**src/hdl/t2crb_pkg.sv**
```systemverilog
/*
 * Package for the second timer block: register offsets, control bit
 * positions, reset values, timing counts and carrier structs.
 * Assumes an 8-bit special function register port from the core.
 */
package t2crb_pkg;
   // ----------------------------------------------------------------
   // register addresses
   // ----------------------------------------------------------------
   localparam logic [7:0] ADDR_CONTROL = 8'hc8;
   localparam logic [7:0] ADDR_MODE = 8'hc9;
   localparam logic [7:0] ADDR_CAP_LOW = 8'hca;
   localparam logic [7:0] ADDR_CAP_HIGH = 8'hcb;
   localparam logic [7:0] ADDR_COUNT_LOW = 8'hcc;
   localparam logic [7:0] ADDR_COUNT_HIGH = 8'hcd;
   // ----------------------------------------------------------------
   // control bit positions
   // ----------------------------------------------------------------
   localparam int BIT_OVF = 7;
   localparam int BIT_EXT = 6;
   localparam int BIT_RCLK = 5;
   localparam int BIT_TCLK = 4;
   localparam int BIT_TRIG_EN = 3;
   localparam int BIT_RUN = 2;
   localparam int BIT_CNT_SEL = 1;
   localparam int BIT_CAP_SEL = 0;
   // mode register bits
   localparam int BIT_CAP_CLR = 3;
   localparam int BIT_DOWN_EN = 0;
   localparam logic [7:0] MODE_MASK = 8'h09;
   // ----------------------------------------------------------------
   // reset values and timing
   // ----------------------------------------------------------------
   localparam logic [7:0] CONTROL_RESET = 8'h00;
   localparam logic [7:0] MODE_RESET = 8'h00;
   localparam logic [15:0] COUNT_RESET = 16'h0000;
   localparam logic [15:0] COUNT_ALL_ONES = 16'hffff;
   localparam int BAUD_CLOCKS_PER_TICK = 2;
   localparam int FAST_CLOCKS_PER_TICK = 4;
   localparam int SLOW_CLOCKS_PER_TICK = 12;

   typedef struct packed {
      logic wr;
      logic rd;
      logic [7:0] addr;
      logic [7:0] wdata;
   } t2crb_sfr_s;

   typedef struct packed {
      logic rx_tick;
      logic tx_tick;
   } t2crb_baud_s;
endpackage

```
**src/hdl/t2crb_sync.sv**
```systemverilog
/*
 * Three-stage pin synchroniser with falling-edge detect.
 * Assumes the pin is asynchronous to CLK_I.
 */
`timescale 1ns/1ps
`default_nettype none
module t2crb_sync
(
   input wire logic clk_i,
   input wire logic rst_n_i,
   input wire logic pin_i,
   output logic level_o,
   output logic fall_o
);
   logic [2:0] stage_reg;
   logic level_reg;

   // ----------------------------------------------------------------
   // sampling
   // ----------------------------------------------------------------
   // stage 0 read only by stage 1; level changes only when 1 and 2 agree
   always_ff @(posedge clk_i or negedge rst_n_i)
   begin
      if (!rst_n_i)
      begin
         stage_reg <= 3'h7;
         level_reg <= 1'b1;
      end
      else
      begin
         stage_reg <= {stage_reg[1:0], pin_i};
         if (stage_reg[1] == stage_reg[2])
            level_reg <= stage_reg[2];
      end
   end

   wire agree_low = (stage_reg[1] == stage_reg[2]) && !stage_reg[2];
   assign level_o = level_reg;
   assign fall_o = level_reg && agree_low;
endmodule
`default_nettype wire

```
**src/hdl/t2crb_timer.sv**
```systemverilog
/*
 * Second timer of the core: 16-bit count with capture, auto-reload,
 * up/down counting and baud-rate generation for serial port 0.
 * Assumes the core presents single-cycle register read/write strobes
 * and supplies the first timer overflow and serial mode as inputs.
 */
//
// Functional notes
// - overflow flag on wrap or down match
// - hardware sets overflow only without baud clocks
// - external flag from trigger edge or down-enabled overflow
// - trigger-set flag cleared by software; raises request
// - receive clock from timer one or two
// - transmit clock from timer one or two
// - either clock bit selects baud mode
// - trigger ignored unless enabled, not baud
// - run bit gates counting, holds count
// - timer rate by speed bit, or pin
// - baud mode ticks every two clocks
// - baud mode forces auto-reload on overflow
// - reload mode reloads on overflow, trigger
// - capture mode latches count on trigger
// - control register at C8h, fixed bit order
// - capture bytes latch count or give reload
// - down enable and pin set direction
// - capture may clear count afterwards
`timescale 1ns/1ps
`default_nettype none
module t2crb_timer
   import t2crb_pkg::*;
(
   input wire logic CLK_I,
   input wire logic RST_N_I,
   input wire t2crb_pkg::t2crb_sfr_s SFR_I,
   input wire logic SPEED_SELECT_I,
   input wire logic TIMER1_OVERFLOW_I,
   input wire logic [1:0] SERIAL_MODE_I,
   input wire logic TIMER_INT_ENABLE_I,
   input wire logic COUNT_INPUT_PIN_I,
   input wire logic EXT_TRIGGER_PIN_I,
   output logic [7:0] SFR_RDATA_O,
   output logic TIMER2_IRQ_O,
   output t2crb_pkg::t2crb_baud_s BAUD_O
);
   import t2crb_pkg::*;

   logic [7:0] control_reg;
   logic [7:0] mode_reg;
   logic [15:0] capture_reg;
   logic [15:0] count_reg;
   logic [3:0] prescale_reg;
   logic [7:0] rdata_reg;
   logic irq_reg;
   t2crb_baud_s baud_reg;
   logic [7:0] control_next;
   logic [15:0] capture_next;
   logic [15:0] count_next;
   logic [3:0] prescale_next;

   // ----------------------------------------------------------------
   // pin conditioning
   // ----------------------------------------------------------------
   wire count_pin_fall;
   wire trig_pin_level;
   wire trig_pin_fall;

   t2crb_sync u_count_sync
   (
      .clk_i(CLK_I),
      .rst_n_i(RST_N_I),
      .pin_i(COUNT_INPUT_PIN_I),
      .level_o(),
      .fall_o(count_pin_fall)
   );

   t2crb_sync u_trig_sync
   (
      .clk_i(CLK_I),
      .rst_n_i(RST_N_I),
      .pin_i(EXT_TRIGGER_PIN_I),
      .level_o(trig_pin_level),
      .fall_o(trig_pin_fall)
   );

   // ----------------------------------------------------------------
   // register decode
   // ----------------------------------------------------------------
   function automatic logic hit(input t2crb_sfr_s bus, input logic [7:0] addr);
      hit = bus.wr && (bus.addr == addr);
   endfunction

   wire wr_control = hit(SFR_I, ADDR_CONTROL);
   wire wr_mode = hit(SFR_I, ADDR_MODE);
   wire wr_cap_low = hit(SFR_I, ADDR_CAP_LOW);
   wire wr_cap_high = hit(SFR_I, ADDR_CAP_HIGH);
   wire wr_count_low = hit(SFR_I, ADDR_COUNT_LOW);
   wire wr_count_high = hit(SFR_I, ADDR_COUNT_HIGH);

   // ----------------------------------------------------------------
   // mode decode
   // ----------------------------------------------------------------
   wire rclk = control_reg[BIT_RCLK];
   wire tclk = control_reg[BIT_TCLK];
   wire baud_mode = rclk || tclk;
   wire trig_en = control_reg[BIT_TRIG_EN];
   wire run = control_reg[BIT_RUN];
   wire cnt_sel = control_reg[BIT_CNT_SEL];
   wire capture_mode = control_reg[BIT_CAP_SEL] && !baud_mode;
   wire down_en = mode_reg[BIT_DOWN_EN];
   wire cap_clr = mode_reg[BIT_CAP_CLR];
   // trigger ignored when disabled or generating baud clocks
   wire trig_event = trig_pin_fall && trig_en && !baud_mode;
   // direction only applies in plain auto-reload; pin low counts down
   wire count_down = !capture_mode && !baud_mode && down_en && !trig_pin_level;

   // ----------------------------------------------------------------
   // tick generation
   // ----------------------------------------------------------------
   wire [3:0] tick_period = baud_mode ? 4'(BAUD_CLOCKS_PER_TICK) :
      (SPEED_SELECT_I ? 4'(FAST_CLOCKS_PER_TICK) : 4'(SLOW_CLOCKS_PER_TICK));
   wire prescale_done = (prescale_reg >= tick_period - 4'h1);
   // baud mode ignores the counter select
   wire use_pin = cnt_sel && !baud_mode;
   wire tick = run && (use_pin ? count_pin_fall : prescale_done);

   always_comb
   begin
      prescale_next = prescale_reg;
      if (!run || use_pin || prescale_done)
         prescale_next = 4'h0;
      else
         prescale_next = prescale_reg + 4'h1;
   end

   // ----------------------------------------------------------------
   // count, overflow and capture
   // ----------------------------------------------------------------
   // up overflow wraps from all ones; down overflow is match with capture
   wire up_overflow = tick && !count_down && (count_reg == COUNT_ALL_ONES);
   wire down_overflow = tick && count_down && (count_reg == capture_reg);
   wire overflow = up_overflow || down_overflow;
   wire reload_on_ovf = up_overflow && !capture_mode;
   wire reload_on_trig = trig_event && !capture_mode;
   wire capture_now = trig_event && capture_mode;

   always_comb
   begin
      count_next = count_reg;
      if (tick)
         count_next = count_down ? count_reg - 16'h0001 : count_reg + 16'h0001;
      if (reload_on_ovf || reload_on_trig)
         count_next = capture_reg;
      if (down_overflow)
         count_next = COUNT_ALL_ONES;
      if (capture_now && cap_clr)
         count_next = COUNT_RESET;
      if (wr_count_low)
         count_next = {count_reg[15:8], SFR_I.wdata};
      if (wr_count_high)
         count_next = {SFR_I.wdata, count_reg[7:0]};
   end

   always_comb
   begin
      capture_next = capture_reg;
      if (capture_now)
         capture_next = count_reg;
      if (wr_cap_low)
         capture_next = {capture_reg[15:8], SFR_I.wdata};
      if (wr_cap_high)
         capture_next = {SFR_I.wdata, capture_reg[7:0]};
   end

   // ----------------------------------------------------------------
   // flags
   // ----------------------------------------------------------------
   wire set_ovf = overflow && !baud_mode;
   // external flag: trigger edge outside baud mode, overflow only with down enable
   wire set_ext = trig_event || (overflow && down_en && !capture_mode && !baud_mode);
   wire sw_set_ext = wr_control && SFR_I.wdata[BIT_EXT] && !control_reg[BIT_EXT];

   always_comb
   begin
      control_next = control_reg;
      if (wr_control)
         control_next = SFR_I.wdata;
      // hardware set wins over a software clear in the same cycle
      if (set_ovf)
         control_next[BIT_OVF] = 1'b1;
      if (set_ext)
         control_next[BIT_EXT] = 1'b1;
   end

   // request pulses on the event itself, not the level of the flag
   wire irq_event = (sw_set_ext || trig_event || set_ovf) && TIMER_INT_ENABLE_I;

   // ----------------------------------------------------------------
   // baud clocks
   // ----------------------------------------------------------------
   wire async_mode = SERIAL_MODE_I[0]; // modes 1 and 3
   wire t2_ovf_baud = up_overflow && baud_mode;
   wire rx_tick = async_mode && (rclk ? t2_ovf_baud : TIMER1_OVERFLOW_I);
   wire tx_tick = async_mode && (tclk ? t2_ovf_baud : TIMER1_OVERFLOW_I);

   // ----------------------------------------------------------------
   // read mux
   // ----------------------------------------------------------------
   wire [7:0] rd_mux =
      (SFR_I.addr == ADDR_CONTROL) ? control_reg :
      (SFR_I.addr == ADDR_MODE) ? (mode_reg & MODE_MASK) :
      (SFR_I.addr == ADDR_CAP_LOW) ? capture_reg[7:0] :
      (SFR_I.addr == ADDR_CAP_HIGH) ? capture_reg[15:8] :
      (SFR_I.addr == ADDR_COUNT_LOW) ? count_reg[7:0] :
      (SFR_I.addr == ADDR_COUNT_HIGH) ? count_reg[15:8] : 8'h00;

   // ----------------------------------------------------------------
   // control and mode registers
   // ----------------------------------------------------------------
   always_ff @(posedge CLK_I or negedge RST_N_I)
   begin
      if (!RST_N_I)
         control_reg <= CONTROL_RESET;
      else
         control_reg <= control_next;
   end

   // only the capture-clear and down-enable bits are kept
   always_ff @(posedge CLK_I or negedge RST_N_I)
   begin
      if (!RST_N_I)
         mode_reg <= MODE_RESET;
      else if (wr_mode)
         mode_reg <= SFR_I.wdata & MODE_MASK;
   end

   // ----------------------------------------------------------------
   // count state
   // ----------------------------------------------------------------
   always_ff @(posedge CLK_I or negedge RST_N_I)
   begin
      if (!RST_N_I)
         capture_reg <= COUNT_RESET;
      else
         capture_reg <= capture_next;
   end

   always_ff @(posedge CLK_I or negedge RST_N_I)
   begin
      if (!RST_N_I)
         count_reg <= COUNT_RESET;
      else
         count_reg <= count_next;
   end

   // prescaler restarts whenever the timer stops or follows the pin
   always_ff @(posedge CLK_I or negedge RST_N_I)
   begin
      if (!RST_N_I)
         prescale_reg <= 4'h0;
      else
         prescale_reg <= prescale_next;
   end

   // ----------------------------------------------------------------
   // output registers
   // ----------------------------------------------------------------
   // read data holds until the next read strobe
   always_ff @(posedge CLK_I or negedge RST_N_I)
   begin
      if (!RST_N_I)
         rdata_reg <= 8'h00;
      else if (SFR_I.rd)
         rdata_reg <= rd_mux;
   end

   // one-cycle request per event; a held flag never repeats it
   always_ff @(posedge CLK_I or negedge RST_N_I)
   begin
      if (!RST_N_I)
         irq_reg <= 1'b0;
      else
         irq_reg <= irq_event;
   end

   // registered so the serial port sees clean single-cycle ticks
   always_ff @(posedge CLK_I or negedge RST_N_I)
   begin
      if (!RST_N_I)
         baud_reg <= '0;
      else
         baud_reg <= '{rx_tick: rx_tick, tx_tick: tx_tick};
   end

   assign SFR_RDATA_O = rdata_reg;
   assign TIMER2_IRQ_O = irq_reg;
   assign BAUD_O = baud_reg;
endmodule
`default_nettype wire

```
**config.mk**
```make
export PLATFORM = sky130hd
export DESIGN_NAME = t2crb_timer
export DESIGN_NICKNAME = d
export VERILOG_FILES = /design/src/hdl/t2crb_pkg.sv /design/src/hdl/t2crb_sync.sv /design/src/hdl/t2crb_timer.sv
export SDC_FILE = /design/constraint.sdc
export NUM_CORES = 1
export LEC_CHECK = 0
export BUFFER_PORTS_ARGS = -buffer_cell sky130_fd_sc_hd__buf_2
export CAP_MARGIN = 20
export CELL_PAD_IN_SITES_DETAIL_PLACEMENT = 1
export CELL_PAD_IN_SITES_GLOBAL_PLACEMENT = 1
export CORE_MARGIN = 1
export CORE_UTILIZATION = 51
export DETAILED_ROUTE_END_ITERATION = 10
export MAX_ROUTING_LAYER = met4
export PLACE_DENSITY = 0.95
export SYNTH_ARGS = -nofsm -noshare
export SYNTH_HDL_FRONTEND = slang
export SYNTH_SLANG_ARGS = --single-unit
```
**constraint.sdc**
```tcl
create_clock -name CLK_I -period 7.75 [get_ports CLK_I]
set_input_delay 1.55 -clock CLK_I [delete_from_list [all_inputs] [get_ports CLK_I]]
set_output_delay 1.55 -clock CLK_I [all_outputs]
set_load 0.005 [all_outputs]
```
==> impl_metrics.csv <==
group,metric,value,unit
setup_path,max_stage_delay,0.59,ns
timing,max_clock_freq,249.8,MHz
clock_network,cts_max_level,3,
placement,io_buffers,36,
grt,antenna_found_initial,0,
grt,grt_overflow,0,
grt,grt_pass1_vias,4203,
clock_network,ctsHoldBuffers,0,
die,coreArea,8299,um^2
setup_path,reg2regPathDepth,10,
setup_path,required,7.99,ns
grt,grt_max_degree,66,
clock_network,path_clk_slew,0.08,ns
timing,skew,0.01060,ns
setup_path,crit_fanout,11,
clock_network,cts.sinks,65,
logic_synthesis,synthArstFlopShare,1.000,
die,die_w,95.18,um
logic_synthesis,ys.warnings.count,0,
timing,final_max_slew_viol_count,0,
clock_network,cts_tree,"yes",
route,route.vias.total,4062,
die,start_util,0.5335,
timing,worst_pin_slew,0.8420,ns
clock_network,cts_setup_buffers,0,
logic_synthesis,syn_area_per_cell,9.689,um^2
worst_hold_path,worstHoldEndpoint,"u_trig_sync.stage_reg[1]$_DFF_PN1_",
finish,drive_gt1_frac,0.1988,
finish,area_delta_synth_final,12.29,%
route,drc,0,
logic_synthesis,synth_area,4428,um^2
grt,grt_pass1_wl,23430,um
timing,whs,0.3615,ns
setup_path,r2r_setup_slack,4.16,ns
clock_network,clock_latency,0.36,ns
clock_network,cts_max_path_buffers,2,
clock_network,cts_resized,0,
clock_network,cts_root_buffer,"clkbuf_8",
die,fp.dieH,95.18,um
worst_hold_path,hp-class,"reg2reg",
timing,slew_headroom,0.4386,
logic_synthesis,synth_fp_nets,504,
placement,gp_congestion,0.9190,
timing,fin_tns_setup,0,ns
setup_path,crit_buf_inv,2,
logic_synthesis,synth-edff-count,0,
power_and_ir_drop,cellPowerDensity,185.6,nW/um^2
route,ant_nets,0,
setup_path,path_class,"in2reg",
logic_synthesis,synth_flop_cell,"dfrtp_1",
setup_path,cpLargestDelayFamily,"compound AO/OA/AOI/OAI gates",
logic_synthesis,synth_cells,457,
die,die-area,9059,um^2
setup_path,slowest_stage,"o31ai_4",
die,pin_count,38,
run_status,status,"finished clean",
placement,dp_hpwl,10570,um
setup_path,r2r-start,"control_reg[4]$_DFFE_PN0P_",
timing,period_minus_slack,4.004,ns
setup_path,path_cells,"buf_2, or3_1, ha_1, inv_1, o211ai_1, and2_1, o31ai_4, or2_1, a21oi_1, a221o_1",
finish,antenna_cells,0,
timing,fin_crit_sh,0.5166,
logic_synthesis,ys_seq_elements,65,
timing,finalSetupViolCount,0,
timing,hold_viol,0,
power_and_ir_drop,p_leak,0.002368,uW
job,maxCapViolCount,0,
setup_path,rr_endpoint,"count_reg[2]$_DFFE_PN0P_",
route,routed_wl,15140,um
setup_path,end_kind,"register",
logic_synthesis,synth_seq_area_share,0.3696,
setup_path,crit_path_start_kind,"input pin",
route,wl_per_cell,24.91,um
worst_hold_path,min_from,"u_trig_sync.stage_reg[0]$_DFF_PN1_",
logic_synthesis,synth.distinct_cells,70,
timing,rsz0062_at_grt,"false",
worst_hold_path,holdPathStages,0,
route,vias_per_cell,6.681,
route,drt_iter0_drc,348,
finish,nNetsFinal,545,
grt,track_usage,0.3664,
finish,n_fill_cell,953,
die,rows,33,
clock_network,cts_buffers,9,
setup_path,critPathArrivalTime,4.24,ns
route,first_pass_iters,5,
power_and_ir_drop,vdd_drop_max,0.1288,mV
==> worst reg2reg max path, stage by stage (launching register included) <==
cell,delay [ns]
dfrtp_1,0.53
nor2_2,0.27
inv_1,0.11
ha_1,0.28
a211oi_1,0.31
o211ai_1,0.18
and2_1,0.28
o31ai_4,0.59
or2_1,0.50
a21oi_1,0.13
a221o_1,0.29
==> metrics by stage <==
| stage | std cells | cell area (um^2) | setup WS (ns) | utilization | total power [uW] |
|---|---|---|---|---|---|
| detailed placement | 590 | 4701 | 3.523 | 0.5664 | 551.5 |
| CTS | 606 | 4950 | 3.848 | 0.5964 | 920.9 |
| finish | 608 | 4972 | 3.746 | 0.5991 | 922.7 |
| global route | 608 | 4972 | 3.705 | 0.5991 | 952.0 |
| global placement | 590 | 4701 | 3.600 | 0.5664 | 538.7 |
| floorplan | 457 | 4428 | 4.141 | - | 489.8 |
==> cell families after synthesis <==
kind of cell | synth area share
mux | 0.1136
flops | 0.3696
buf+inv | 0.03249
compound gates | 0.1975
simple gates | 0.1712
xor+xnor | 0.05736
fa+ha+maj | 0.05821
==> cell usage after synthesis, drive strengths merged (4+ instances only) <==
library cell,instances,share of area
dfrtp,57,0.32
nand2,34,0.029
nor2,33,0.029
a21oi,30,0.035
mux2i,30,0.068
o21ai,28,0.032
a22oi,22,0.037
inv,20,0.017
xnor2,20,0.040
ha,19,0.054
mux2,16,0.041
nand4,11,0.017
xor2,9,0.018
buf,8,0.012
dfstp,8,0.047
nor3,8,0.010
a21o,7,0.012
a221o,7,0.016
o22ai,7,0.0099
nand3,6,0.0068
nor4,6,0.015
a31oi,5,0.0071
nor2b,5,0.0071
o31ai,5,0.015
and2,4,0.0057
and3,4,0.0057
clkbuf,4,0.0034
nand2b,4,0.0062
or3,4,0.0057
==> layout make-up <==
cell class              instances  area, um^2  share of cell area
clock buffers                   9       123.9             0.02491
clock inverters                 7       125.1             0.02516
inverters                      20       75.07             0.01510
multi-input cells             360        2648              0.5325
flip-flops and latches         65        1637              0.3291
well taps                     105       131.4             0.02642
repair buffers                 42       232.7             0.04680
==> worst max-delay path by stage <==
stage                   startpoint  cells after the start                       end  slack [ns]
CTS                 SPEED_SELECT_I                     10  count_reg[2]$_DFFE_PN0P_        3.85
floorplan           SPEED_SELECT_I                     10  count_reg[2]$_DFFE_PN0P_        4.14
global placement    SPEED_SELECT_I                     10  count_reg[7]$_DFFE_PN0P_        3.60
global route        SPEED_SELECT_I                     10  count_reg[2]$_DFFE_PN0P_        3.70
detailed placement  SPEED_SELECT_I                     10  count_reg[1]$_DFFE_PN0P_        3.52
finish              SPEED_SELECT_I                     10  count_reg[2]$_DFFE_PN0P_        3.75
==> routing by layer <==
metal,part of all wire,GRT usage
met1,0.40,0.4486
met2,0.49,0.5976
met3,0.081,0.07257
met4,0.032,0.1364
met5,0,-
==> power by group <==
group / internal, uW / leakage [uW] / switching (uW)
Clock: 217 / 0.000124 / 153
Sequential: 363 / 0.000859 / 38.5
Combinational: 65.0 / 0.00138 / 86.7
==> layout by cell type, fill, tap and decap left out, types with 6 or more instances in the layout <==
master,Yosys,routed
o22ai_1,7,7
nor3_1,7,7
dfstp_2,8,8
ha_1,19,19
inv_1,20,20
xnor2_1,20,20
nand4_1,10,10
nor2_1,31,31
nand2_1,34,34
dfrtp_1,57,57
mux2_2,15,15
clkbuf_8,0,9
a221o_1,7,7
xor2_1,9,9
a21oi_1,29,29
o21ai_0,23,23
a21o_1,7,7
a22oi_1,22,22
nand3_1,6,6
buf_2,4,36
mux2i_1,30,30
(Power assumes the default switching activity.)
